**config.mk**
```make
export PLATFORM = sky130hd
export DESIGN_NAME = psq_sequencer
export DESIGN_NICKNAME = d
export VERILOG_FILES = /design/src/psq_pkg.sv /design/src/psq_sequencer.sv
export VERILOG_INCLUDE_DIRS = /design/src
export SDC_FILE = /design/constraint.sdc
export NUM_CORES = 1
export LEC_CHECK = 0
export CAP_MARGIN = 25
export CORE_MARGIN = 5
export CORE_UTILIZATION = 70
export DETAILED_ROUTE_END_ITERATION = 8
export DONT_BUFFER_PORTS = 1
export PLACE_DENSITY_LB_ADDON = 0.1
export SLEW_MARGIN = 20
export SYNTH_ARGS = -nofsm -noshare
export SYNTH_HDL_FRONTEND = slang
export SYNTH_SLANG_ARGS = --single-unit
export TNS_END_PERCENT = 10
```
**constraint.sdc**
```tcl
create_clock -name ref_clk_i -period 8.4 [get_ports ref_clk_i]
set_input_delay 0.42 -clock ref_clk_i [delete_from_list [all_inputs] [get_ports ref_clk_i]]
set_output_delay 0.42 -clock ref_clk_i [all_outputs]
set_load 0.1 [all_outputs]
```
**src/psq_regs.svh**
```systemverilog
/*
 * Register offsets, reset values, phase numbers and flag positions
 * of the program sequencer.
 * Assumes a byte-addressed APB with 32-bit words, one word per register.
 */
`ifndef PSQ_REGS_SVH
`define PSQ_REGS_SVH

// ****************************************
// Register byte offsets
// ****************************************
`define PSQ_OFS_CLB   8'h00
`define PSQ_OFS_TBLO  8'h04
`define PSQ_OFS_TBHI  8'h08
`define PSQ_OFS_THR   8'h0C
`define PSQ_OFS_STAT  8'h10

// ****************************************
// Reset values
// ****************************************
`define PSQ_RST_PC    11'h000
`define PSQ_LVL_EMPTY 3'h0

// ****************************************
// Instruction phases T1..T4
// ****************************************
`define PSQ_PH_T1     2'h0
`define PSQ_PH_T2     2'h1
`define PSQ_PH_T4     2'h3

// ****************************************
// Status flag bit positions
// ****************************************
`define PSQ_F_C       0
`define PSQ_F_AC      1
`define PSQ_F_Z       2
`define PSQ_F_OV      3

// ****************************************
// Decimal adjust constants
// ****************************************
`define PSQ_DAA_LO    8'h06
`define PSQ_DAA_HI    8'h60
`define PSQ_BCD_MAX   4'h9

`endif

```
**src/psq_pkg.sv**
```systemverilog
/*
 * Types shared by the program sequencer and its decoder:
 * execution commands and ALU operations.
 * Assumes nothing of its surroundings.
 */
package psq_pkg;

  // ****************************************
  // Command of the instruction in execution
  // ****************************************
  typedef enum logic [3:0] {
    PSQ_CMD_NONE,
    PSQ_CMD_JUMP,
    PSQ_CMD_CALL,
    PSQ_CMD_RET,
    PSQ_CMD_IRET,
    PSQ_CMD_SKIP,
    PSQ_CMD_TABRD,
    PSQ_CMD_TABRD_LAST,
    PSQ_CMD_ALU
  } psq_cmd_t;

  // ****************************************
  // ALU operations
  // ****************************************
  typedef enum logic [4:0] {
    PSQ_OP_ADD, PSQ_OP_ADC, PSQ_OP_SUB, PSQ_OP_SBC,
    PSQ_OP_DAA, PSQ_OP_AND, PSQ_OP_OR,  PSQ_OP_XOR,
    PSQ_OP_CPL, PSQ_OP_RL,  PSQ_OP_RLC, PSQ_OP_RR,
    PSQ_OP_RRC, PSQ_OP_INC, PSQ_OP_DEC, PSQ_OP_SZ,
    PSQ_OP_SIZ, PSQ_OP_SDZ
  } psq_op_t;

endpackage

```
**src/psq_sequencer.sv**
```systemverilog
/*
 * Program sequencer: program counter, return stack, interrupt
 * acknowledge, table read path, ALU and APB register slave.
 * Assumes a program memory that returns the addressed word one clock
 * after the address, and a decoder that holds its command, operands
 * and destination stable for the whole instruction cycle.
 */
// Local design decisions: register access over APB and the register addresses.
// How it works
// [RL1] Counter steps by one unless redirected
// [RL2] Only counter low byte is software visible
// [RL3] Low byte write jumps within page
// [RL4] Low byte write adds one dummy cycle
// [RL5] Branches, interrupts, reset load full target
// [RL6] True skip replaces prefetched instruction with dummy
// [RL7] Four-entry stack, hidden from software
// [RL8] Call and interrupt acknowledge push counter
// [RL9] Both returns pop into counter
// [RL10] Reset sets stack level to empty
// [RL11] Full stack holds interrupt until return
// [RL12] Call on full stack drops oldest
// [RL13] ALU writes result and updates flags
// [RL14] Full arithmetic, logic, rotate, skip set
// [RL15] Program store 2K words of 16
// [RL16] Execution starts at address zero
// [RL17] Table read splits word into two bytes
// [RL18] Unused table high bits read zero
// [RL19] Table high register ignores writes
// [RL20] Table read lasts two instruction cycles
// [RL21] Four phases form one instruction cycle
// [RL22] Jump and call take two cycles
// [RL23] Last-page table read ignores high pointer
`timescale 1ns/1ps
`default_nettype none
`include "psq_regs.svh"

module psq_sequencer #(
  parameter int AW     = 11,
  parameter int PMEM_W = 16,
  parameter int DEPTH  = 4
) (
  input  wire logic              ref_clk_i,
  input  wire logic              sys_rst_i,
  input  wire logic              psel_i,
  input  wire logic              penable_i,
  input  wire logic              pwrite_i,
  input  wire logic [7:0]        paddr_i,
  input  wire logic [31:0]       pwdata_i,
  output logic      [31:0]       prdata_o,
  output logic                   pready_o,
  output logic                   pslverr_o,
  output logic      [AW-1:0]     pmem_addr_o,
  input  wire logic [PMEM_W-1:0] pmem_data_i,
  output logic      [PMEM_W-1:0] instr_o,
  output logic                   instr_valid_o,
  output logic      [1:0]        phase_o,
  input  wire psq_pkg::psq_cmd_t cmd_i,
  input  wire logic [AW-1:0]     target_i,
  input  wire logic              skip_cond_i,
  input  wire psq_pkg::psq_op_t  alu_op_i,
  input  wire logic [7:0]        alu_a_i,
  input  wire logic [7:0]        alu_b_i,
  input  wire logic [7:0]        dest_i,
  output logic      [7:0]        wr_data_o,
  output logic      [7:0]        wr_dest_o,
  output logic                   wr_en_o,
  output logic      [3:0]        flags_o,
  input  wire logic              irq_req_i,
  input  wire logic [AW-1:0]     irq_vector_i,
  output logic                   irq_ack_o
);
  import psq_pkg::*;

  localparam int HW    = AW - 8;
  localparam int LVL_W = $clog2(DEPTH + 1);
  localparam logic [LVL_W-1:0] LVL_FULL = LVL_W'(DEPTH);

  // ****************************************
  // State
  // ****************************************
  typedef struct packed {
    logic [1:0]              phase;
    logic [AW-1:0]           pc;
    logic [AW-1:0]           addr;
    logic [PMEM_W-1:0]       fetch;
    logic [PMEM_W-1:0]       instr;
    logic                    ivalid;
    logic [DEPTH-1:0][AW-1:0] stk;
    logic [LVL_W-1:0]        lvl;
    logic                    irq_pend;
    logic                    irq_ack;
    logic [3:0]              stat;
    logic [7:0]              wr_data;
    logic [7:0]              wr_dest;
    logic                    wr_en;
    logic                    clb_pend;
    logic [7:0]              clb_val;
    logic [7:0]              tblp;
    logic [HW-1:0]           tbhp;
    logic [7:0]              thr;
    logic                    pready;
    logic                    pslverr;
    logic [31:0]             prdata;
  } psq_state_t;

  psq_state_t state_q;
  psq_state_t state_d;

  // ****************************************
  // Working signals of the next-state logic
  // ****************************************
  psq_cmd_t          cmd;
  logic              bound;
  logic              redir;
  logic              is_tab;
  logic [AW-1:0]     pc_nx;
  logic [AW-1:0]     tab_addr;
  logic [7:0]        bb;
  logic              cin;
  logic [8:0]        sum9;
  logic [4:0]        sum5;
  logic [7:0]        res;
  logic [7:0]        adj;
  logic              zskip;
  logic              apb_wr;

  // Register outputs straight from the state
  assign prdata_o      = state_q.prdata;
  assign pready_o      = state_q.pready;
  assign pslverr_o     = state_q.pslverr;
  assign pmem_addr_o   = state_q.addr;          // [RL15]
  assign instr_o       = state_q.instr;
  assign instr_valid_o = state_q.ivalid;
  assign phase_o       = state_q.phase;
  assign wr_data_o     = state_q.wr_data;
  assign wr_dest_o     = state_q.wr_dest;
  assign wr_en_o       = state_q.wr_en;
  assign flags_o       = state_q.stat;
  assign irq_ack_o     = state_q.irq_ack;

  // ****************************************
  // Next-state logic
  // ****************************************
  always_comb begin
    state_d  = state_q;
    cmd      = state_q.ivalid ? cmd_i : PSQ_CMD_NONE;
    bound    = (state_q.phase == `PSQ_PH_T4);
    redir    = 1'h0;
    pc_nx    = AW'(state_q.pc + 1'h1);          // [RL1]
    is_tab   = (cmd == PSQ_CMD_TABRD) || (cmd == PSQ_CMD_TABRD_LAST);
    tab_addr = {state_q.tbhp, state_q.tblp};
    bb       = alu_b_i;
    cin      = 1'h0;
    sum9     = 9'h000;
    sum5     = 5'h00;
    res      = alu_a_i;
    adj      = 8'h00;
    zskip    = 1'h0;
    apb_wr   = psel_i & penable_i & state_q.pready & pwrite_i;

    // One-cycle strobes fall by default
    state_d.pready  = 1'h0;
    state_d.pslverr = 1'h0;
    state_d.wr_en   = 1'h0;
    state_d.irq_ack = 1'h0;

    // Four phases per instruction cycle
    state_d.phase = 2'(state_q.phase + 2'h1);   // [RL21]

    // Last page is the all-ones page of the store
    if (cmd == PSQ_CMD_TABRD_LAST) begin
      tab_addr = {{HW{1'h1}}, state_q.tblp};     // [RL23]
    end

    // Sequential word captured in T2, table address then issued
    if (state_q.phase == `PSQ_PH_T2) begin
      state_d.fetch = pmem_data_i;
      if (is_tab) begin
        state_d.addr = tab_addr;                 // [RL17]
      end
    end

    // ALU datapath, subtraction as add of inverted operand
    unique case (alu_op_i)
      PSQ_OP_SUB: begin
        bb  = ~alu_b_i;
        cin = 1'h1;
      end
      PSQ_OP_SBC: begin
        bb  = ~alu_b_i;
        cin = state_q.stat[`PSQ_F_C];
      end
      PSQ_OP_ADC: begin
        cin = state_q.stat[`PSQ_F_C];
      end
      default: begin
        bb  = alu_b_i;
        cin = 1'h0;
      end
    endcase
    sum9 = {1'h0, alu_a_i} + {1'h0, bb} + {8'h00, cin};
    sum5 = {1'h0, alu_a_i[3:0]} + {1'h0, bb[3:0]} + {4'h0, cin};

    // Instruction boundary at the end of T4
    if (bound) begin
      unique case (cmd)
        PSQ_CMD_NONE: begin
        end
        PSQ_CMD_JUMP: begin
          pc_nx = target_i;                      // [RL5]
          redir = 1'h1;                          // [RL22]
        end
        PSQ_CMD_CALL: begin
          for (int i = DEPTH - 1; i > 0; i--) begin
            state_d.stk[i] = state_q.stk[i-1];   // [RL12]
          end
          state_d.stk[0] = state_q.pc;           // [RL8]
          if (state_q.lvl != LVL_FULL) begin
            state_d.lvl = LVL_W'(state_q.lvl + 1'h1);
          end
          pc_nx = target_i;                      // [RL5]
          redir = 1'h1;                          // [RL22]
        end
        PSQ_CMD_RET, PSQ_CMD_IRET: begin
          pc_nx = state_q.stk[0];                // [RL9]
          for (int i = 0; i < DEPTH - 1; i++) begin
            state_d.stk[i] = state_q.stk[i+1];
          end
          if (state_q.lvl != `PSQ_LVL_EMPTY) begin
            state_d.lvl = LVL_W'(state_q.lvl - 1'h1);
          end
          redir = 1'h1;
        end
        PSQ_CMD_SKIP: begin
          redir = skip_cond_i;                   // [RL6]
        end
        PSQ_CMD_TABRD, PSQ_CMD_TABRD_LAST: begin
          // Low byte to the named register, high byte kept here
          state_d.wr_data = pmem_data_i[7:0];    // [RL17]
          state_d.wr_dest = dest_i;
          state_d.wr_en   = 1'h1;
          state_d.thr     = 8'(pmem_data_i[PMEM_W-1:8]); // [RL18]
          // Refetch the same address: second cycle is a dummy
          pc_nx = state_q.pc;                    // [RL20]
          redir = 1'h1;
        end
        PSQ_CMD_ALU: begin
          // Operation select and flag update
          unique case (alu_op_i)
            PSQ_OP_ADD, PSQ_OP_ADC, PSQ_OP_SUB, PSQ_OP_SBC: begin
              res = sum9[7:0];                   // [RL14]
              state_d.stat[`PSQ_F_C]  = sum9[8]; // [RL13]
              state_d.stat[`PSQ_F_AC] = sum5[4];
              state_d.stat[`PSQ_F_OV] = (alu_a_i[7] == bb[7]) &&
                                        (sum9[7] != alu_a_i[7]);
              state_d.stat[`PSQ_F_Z]  = (sum9[7:0] == 8'h00);
            end
            PSQ_OP_DAA: begin
              if (alu_a_i[3:0] > `PSQ_BCD_MAX ||
                  state_q.stat[`PSQ_F_AC]) begin
                adj = adj | `PSQ_DAA_LO;
              end
              if (alu_a_i[7:4] > `PSQ_BCD_MAX ||
                  state_q.stat[`PSQ_F_C]) begin
                adj = adj | `PSQ_DAA_HI;
                state_d.stat[`PSQ_F_C] = 1'h1;
              end
              res = 8'(alu_a_i + adj);
            end
            PSQ_OP_AND: begin
              res = alu_a_i & alu_b_i;
              state_d.stat[`PSQ_F_Z] = (res == 8'h00);
            end
            PSQ_OP_OR: begin
              res = alu_a_i | alu_b_i;
              state_d.stat[`PSQ_F_Z] = (res == 8'h00);
            end
            PSQ_OP_XOR: begin
              res = alu_a_i ^ alu_b_i;
              state_d.stat[`PSQ_F_Z] = (res == 8'h00);
            end
            PSQ_OP_CPL: begin
              res = ~alu_a_i;
              state_d.stat[`PSQ_F_Z] = (res == 8'h00);
            end
            PSQ_OP_RL: begin
              res = {alu_a_i[6:0], alu_a_i[7]};
            end
            PSQ_OP_RLC: begin
              res = {alu_a_i[6:0], state_q.stat[`PSQ_F_C]};
              state_d.stat[`PSQ_F_C] = alu_a_i[7];
            end
            PSQ_OP_RR: begin
              res = {alu_a_i[0], alu_a_i[7:1]};
            end
            PSQ_OP_RRC: begin
              res = {state_q.stat[`PSQ_F_C], alu_a_i[7:1]};
              state_d.stat[`PSQ_F_C] = alu_a_i[0];
            end
            PSQ_OP_INC: begin
              res = 8'(alu_a_i + 8'h01);
              state_d.stat[`PSQ_F_Z] = (res == 8'h00);
            end
            PSQ_OP_DEC: begin
              res = 8'(alu_a_i - 8'h01);
              state_d.stat[`PSQ_F_Z] = (res == 8'h00);
            end
            PSQ_OP_SZ: begin
              res   = alu_a_i;
              zskip = 1'h1;
            end
            PSQ_OP_SIZ: begin
              res   = 8'(alu_a_i + 8'h01);
              zskip = 1'h1;
            end
            PSQ_OP_SDZ: begin
              res   = 8'(alu_a_i - 8'h01);
              zskip = 1'h1;
            end
            default: begin
              res = alu_a_i;
            end
          endcase
          state_d.wr_data = res;                 // [RL13]
          state_d.wr_dest = dest_i;
          state_d.wr_en   = 1'h1;
          redir = zskip && (res == 8'h00);       // [RL6]
        end
        default: begin
        end
      endcase

      // Low byte write: jump inside the current page, one dummy cycle
      if (state_q.clb_pend) begin
        pc_nx = {state_q.pc[AW-1:8], state_q.clb_val}; // [RL3]
        redir = 1'h1;                            // [RL4]
        state_d.clb_pend = 1'h0;
      end

      // Acknowledge only with a free level; otherwise keep pending
      if (!redir && state_q.irq_pend &&
          state_q.lvl != LVL_FULL) begin         // [RL11]
        for (int i = DEPTH - 1; i > 0; i--) begin
          state_d.stk[i] = state_q.stk[i-1];
        end
        state_d.stk[0]   = state_q.pc;           // [RL8]
        state_d.lvl      = LVL_W'(state_q.lvl + 1'h1);
        pc_nx            = irq_vector_i;         // [RL5]
        redir            = 1'h1;
        state_d.irq_ack  = 1'h1;
        state_d.irq_pend = 1'h0;
      end

      // Hand over the prefetched word, or a dummy on redirect
      state_d.pc     = pc_nx;                    // [RL1]
      state_d.addr   = pc_nx;
      state_d.instr  = state_q.fetch;
      state_d.ivalid = !redir;                   // [RL22]
    end

    // A request arriving with an acknowledge is kept
    if (irq_req_i) begin
      state_d.irq_pend = 1'h1;                   // [RL11]
    end

    // APB setup phase: answer in the access phase
    if (psel_i && !penable_i) begin
      state_d.pready  = 1'h1;
      state_d.pslverr = 1'h0;
      state_d.prdata  = 32'h0000_0000;
      case (paddr_i)
        `PSQ_OFS_CLB:  state_d.prdata = {24'h000000, state_q.pc[7:0]}; // [RL2]
        `PSQ_OFS_TBLO: state_d.prdata = {24'h000000, state_q.tblp};
        `PSQ_OFS_TBHI: state_d.prdata = 32'(state_q.tbhp);
        `PSQ_OFS_THR:  state_d.prdata = {24'h000000, state_q.thr};
        `PSQ_OFS_STAT: state_d.prdata = {28'h0000000, state_q.stat};
        default:       state_d.pslverr = 1'h1;  // [RL7]
      endcase
    end

    // APB write takes effect at the completing edge
    if (apb_wr) begin
      case (paddr_i)
        `PSQ_OFS_CLB: begin
          state_d.clb_pend = 1'h1;               // [RL3]
          state_d.clb_val  = pwdata_i[7:0];
        end
        `PSQ_OFS_TBLO: state_d.tblp = pwdata_i[7:0];
        `PSQ_OFS_TBHI: state_d.tbhp = pwdata_i[HW-1:0];
        `PSQ_OFS_THR:  state_d.thr  = state_q.thr; // [RL19]
        default: begin
        end
      endcase
    end
  end

  // ****************************************
  // State register
  // ****************************************
  always_ff @(posedge ref_clk_i) begin
    if (sys_rst_i) begin
      state_q       <= '0;
      state_q.phase <= `PSQ_PH_T1;
      state_q.pc    <= `PSQ_RST_PC;              // [RL16]
      state_q.addr  <= `PSQ_RST_PC;              // [RL5]
      state_q.lvl   <= `PSQ_LVL_EMPTY;           // [RL10]
    end else begin
      state_q <= state_d;
    end
  end

endmodule
`default_nettype wire

```
==> results.yml <==
sta:
  hold_violations: 0
  fin_skew_ps: 11.0
  final.min_clock_period_ps: 5920
  setup_viol: 0
  worst_slew_pin_slew_ps: 1120
  relSlewSlack_pct: 25.5
  slew_viol_final: 0
  fin_ws_ps: 2480
  timing.final.crit_share_pct: 70.5
  max_freq_mhz: 169
  fin_setup_tns_ps: 0
  rsz0062_at_grt: "no"
logic_synthesis:
  synthArstFlopShare_pct: 0
  synth_top_family_by_area: "compound AO/OA/AOI/OAI gates"
  synth_compound_area_share_pct: 20.3
  netlist_area_um2: 10900
  syn_inst: 1366
  ys_seq_area_share_pct: 30.4
  synth_mux_area_share_pct: 11.3
  synth.avg_cell_area_um2: 7.96
  ys_types: 80
  ys_ff_latch: 165
  yosys_warnings: 0
  yosys.area_share.simple_pct: 19.1
  synthXorXnorAreaFrac_pct: 2.42
  synthFlopType: "dfxtp_1"
  synth_fa_ha_area_share_pct: 4.93
  synth_edf_count: 0
clocking:
  ctsResizeCount: 0
  path_clk_slew_ps: 70
  cts_tree: "yes"
  clkLatencyLatePin_ps: 440
  clock-root-buffer: "clkbuf_16"
  cts_made_buffers: 17
  cts_max_path_buffers: 2
  h-tree-depth: 4
  postCtsHoldBufs: 0
  cts_setup_buffers: 0
  clock-sinks: 165
floorplanning:
  die_w_um: 135
  placementRows: 45
  start_util_pct: 71.5
  boundaryPins: 204
  dieHeight_um: 135
  die_area_um2: 18100
  core_um2: 15200
global_route:
  grt.busiest_layer: "met2"
  grt_pass1_vias: 8734
  gr-usage-all-layers_pct: 32.5
  grt_use_met3_pct: 9.99
  antenna_found_initial: 1
  met2_usage_pct: 48.7
  overflow: 0
  grt_pass1_wl_um: 47200
  use_met1_pct: 44.6
  grt_start_max_net_pins: 149
power_and_ir_drop:
  ir_drop_v: 0.000178
  p_per_area_nw_per_um2: 176
  leakagePower_nw: 4.01
cells_and_area:
  area_delta_synth_final_pct: 0.783
  drive_gt1_share_pct: 6.21
  nets: 1402
  fill_cells: 1246
  stdcell_count: 1444
  n_antenna_cell: 0
detailed_routing:
  wl_per_cell_um: 21.0
  totalWireLength_um: 30300
  viasPerCell: 6.68
  detail-route-antenna-nets: 0
  drtIter0Drc: 1139
  route.detailed.drc: 0
  dr_total_vias: 9640
  dr.pass1.iters: 6
worst_setup_path:
  worst_setup_path_end_kind: "register"
  path_class: "input pin to register"
  arrival_ps: 6290
  worstSetupStartpointType: "input pin"
  cp_max_fo: 46
  cp.required_ps: 8770
place:
  port_buffers: 0
  place_hpwl_um: 21300
  place_congestion: 1.01
  dp_slack_ps: 2170
  place_inst: 1408
job:
  max-cap-violations: 0
status:
  status: "complete, no violations"
min_path:
  worstHoldPathType: "input pin to register"
layout make-up:
type / count / area (um2) / area share [%]
multi-input cells: 983 / 6410 / 58.5
flip-flops and latches: 165 / 3300 / 30.2
clock buffers: 17 / 425 / 3.88
well taps: 188 / 235 / 2.15
inverters: 59 / 221 / 2.02
clock inverters: 15 / 199 / 1.82
repair buffers: 17 / 159 / 1.45
cell usage after synthesis, types with 5 or more instances:
cell	count	area, um2
dfxtp_1	165	3300
nor2_1	149	559
nand2_1	148	556
mux2i_1	107	1070
buf_4	85	638
clkbuf_1	69	259
a21oi_1	68	340
inv_1	56	210
o21ai_0	51	255
ha_1	38	475
nand3_1	35	175
o211ai_1	32	240
a211oi_1	29	218
xnor2_1	26	228
a22oi_1	24	180
nor3_1	22	110
buf_2	19	95.1
nand4_1	16	100
mux2_2	12	135
nor4_1	11	68.8
nor2b_1	10	62.6
and3_1	9	56.3
o31ai_1	9	67.6
a222oi_1	8	80.1
a311oi_1	8	70.1
buf_1	8	30.0
nand2b_1	8	50.1
o21a_1	8	60.1
a21o_1	7	52.6
a22o_1	7	61.3
o32ai_1	6	52.6
or3_1	6	37.5
a31oi_1	5	31.3
nor3b_1	5	37.5
o32a_1	5	50.1
state kept, by name (all words and copies together) (netlist names):
register and cells:
wr_en_o 1, irq_ack_o 1, pmem_addr_o 11, phase_o 2, instr_o 16, instr_valid_o 1
state_q 103, prdata_o 8, pready_o 1, pslverr_o 1, flags_o 4, wr_dest_o 8
wr_data_o 8
layout by cell type, fill, tap and decap left out, drive strengths merged, types with 5 or more instances in the layout:
cell,Yosys,routed
a211oi,29,29
a21o,7,7
a21oi,68,68
a222oi,8,8
a22o,7,7
a22oi,24,24
a311oi,8,8
a31oi,5,5
and2,5,5
and3,9,9
buf,113,14
clkbuf,69,20
clkinv,2,5
conb,1,24
dfxtp,165,165
ha,38,38
inv,57,65
mux2,12,12
mux2i,107,107
nand2,148,148
nand2b,8,8
nand3,35,35
nand4,16,16
nor2,149,149
nor2b,10,10
nor3,22,22
nor3b,5,5
nor4,11,11
o211ai,32,32
o21a,8,8
o21ai,54,54
o31ai,9,9
o32a,5,5
o32ai,6,6
or3,6,6
xnor2,26,26
final timing paths:
| kind | cells after the start | from | endpoint | slack, ps |
|---|---|---|---|---|
| hold / removal | 1 | sys_rst_i | state_q[108] | 70 |
| setup reg to reg | 15 | flags_o[0] | state_q[111] | 2940 |
| setup / recovery | 17 | alu_op_i[3] | state_q[111] | 2480 |
| hold reg to reg | 2 | state_q[129] | state_q[129] | 460 |
cells by family (layout without fill, tap and decap cells):
group,Yosys count,count (layout)
buf+inv,241,108
fa+ha+maj,41,41
mux,120,120
flops,165,165
compound gates,317,317
simple gates,451,451
other cells,1,24
xor+xnor,30,30
critical path, stage by stage:
cell and delay [ps]:
nor3_1 170, buf_4 190, and2_1 410, xnor2_1 160, fa_1 470, fa_1 510
or4b_2 230, o31ai_1 60, a211o_1 280, o32ai_1 460, or4b_1 480, or4_4 470
o21ai_4 130, buf_4 430, a21o_1 870, buf_4 310, mux2i_1 200
power by group:
| part | total (W) | internal, W | leakage [nW] | switching (W) |
|---|---|---|---|---|
| sequential | 0.000840 | 0.000797 | 1.33 | 0.0000431 |
| combinational | 0.000281 | 0.0000955 | 2.39 | 0.000185 |
| clock | 0.000810 | 0.000434 | 0.294 | 0.000377 |
through the flow:
step	util, %	instance area [um2]	hold WS [ps]	power, W
floorplan	-	11000	434	0.00112
global placement	67.5	10300	446	0.00112
detailed placement	67.5	10300	453	0.00113
CTS	71.7	10900	45.0	0.00193
global route	72.1	11000	44.5	0.00199
finish	72.1	11000	72.7	0.00193
per-layer routing:
metal | wire [um] | part of all wire [%]
met3 | 3540 | 12
met1 | 12500 | 41
met4 | 1030 | 3.4
met2 | 13300 | 44
met5 | 16 | 0.053
Power figures use the tool's default switching activity.
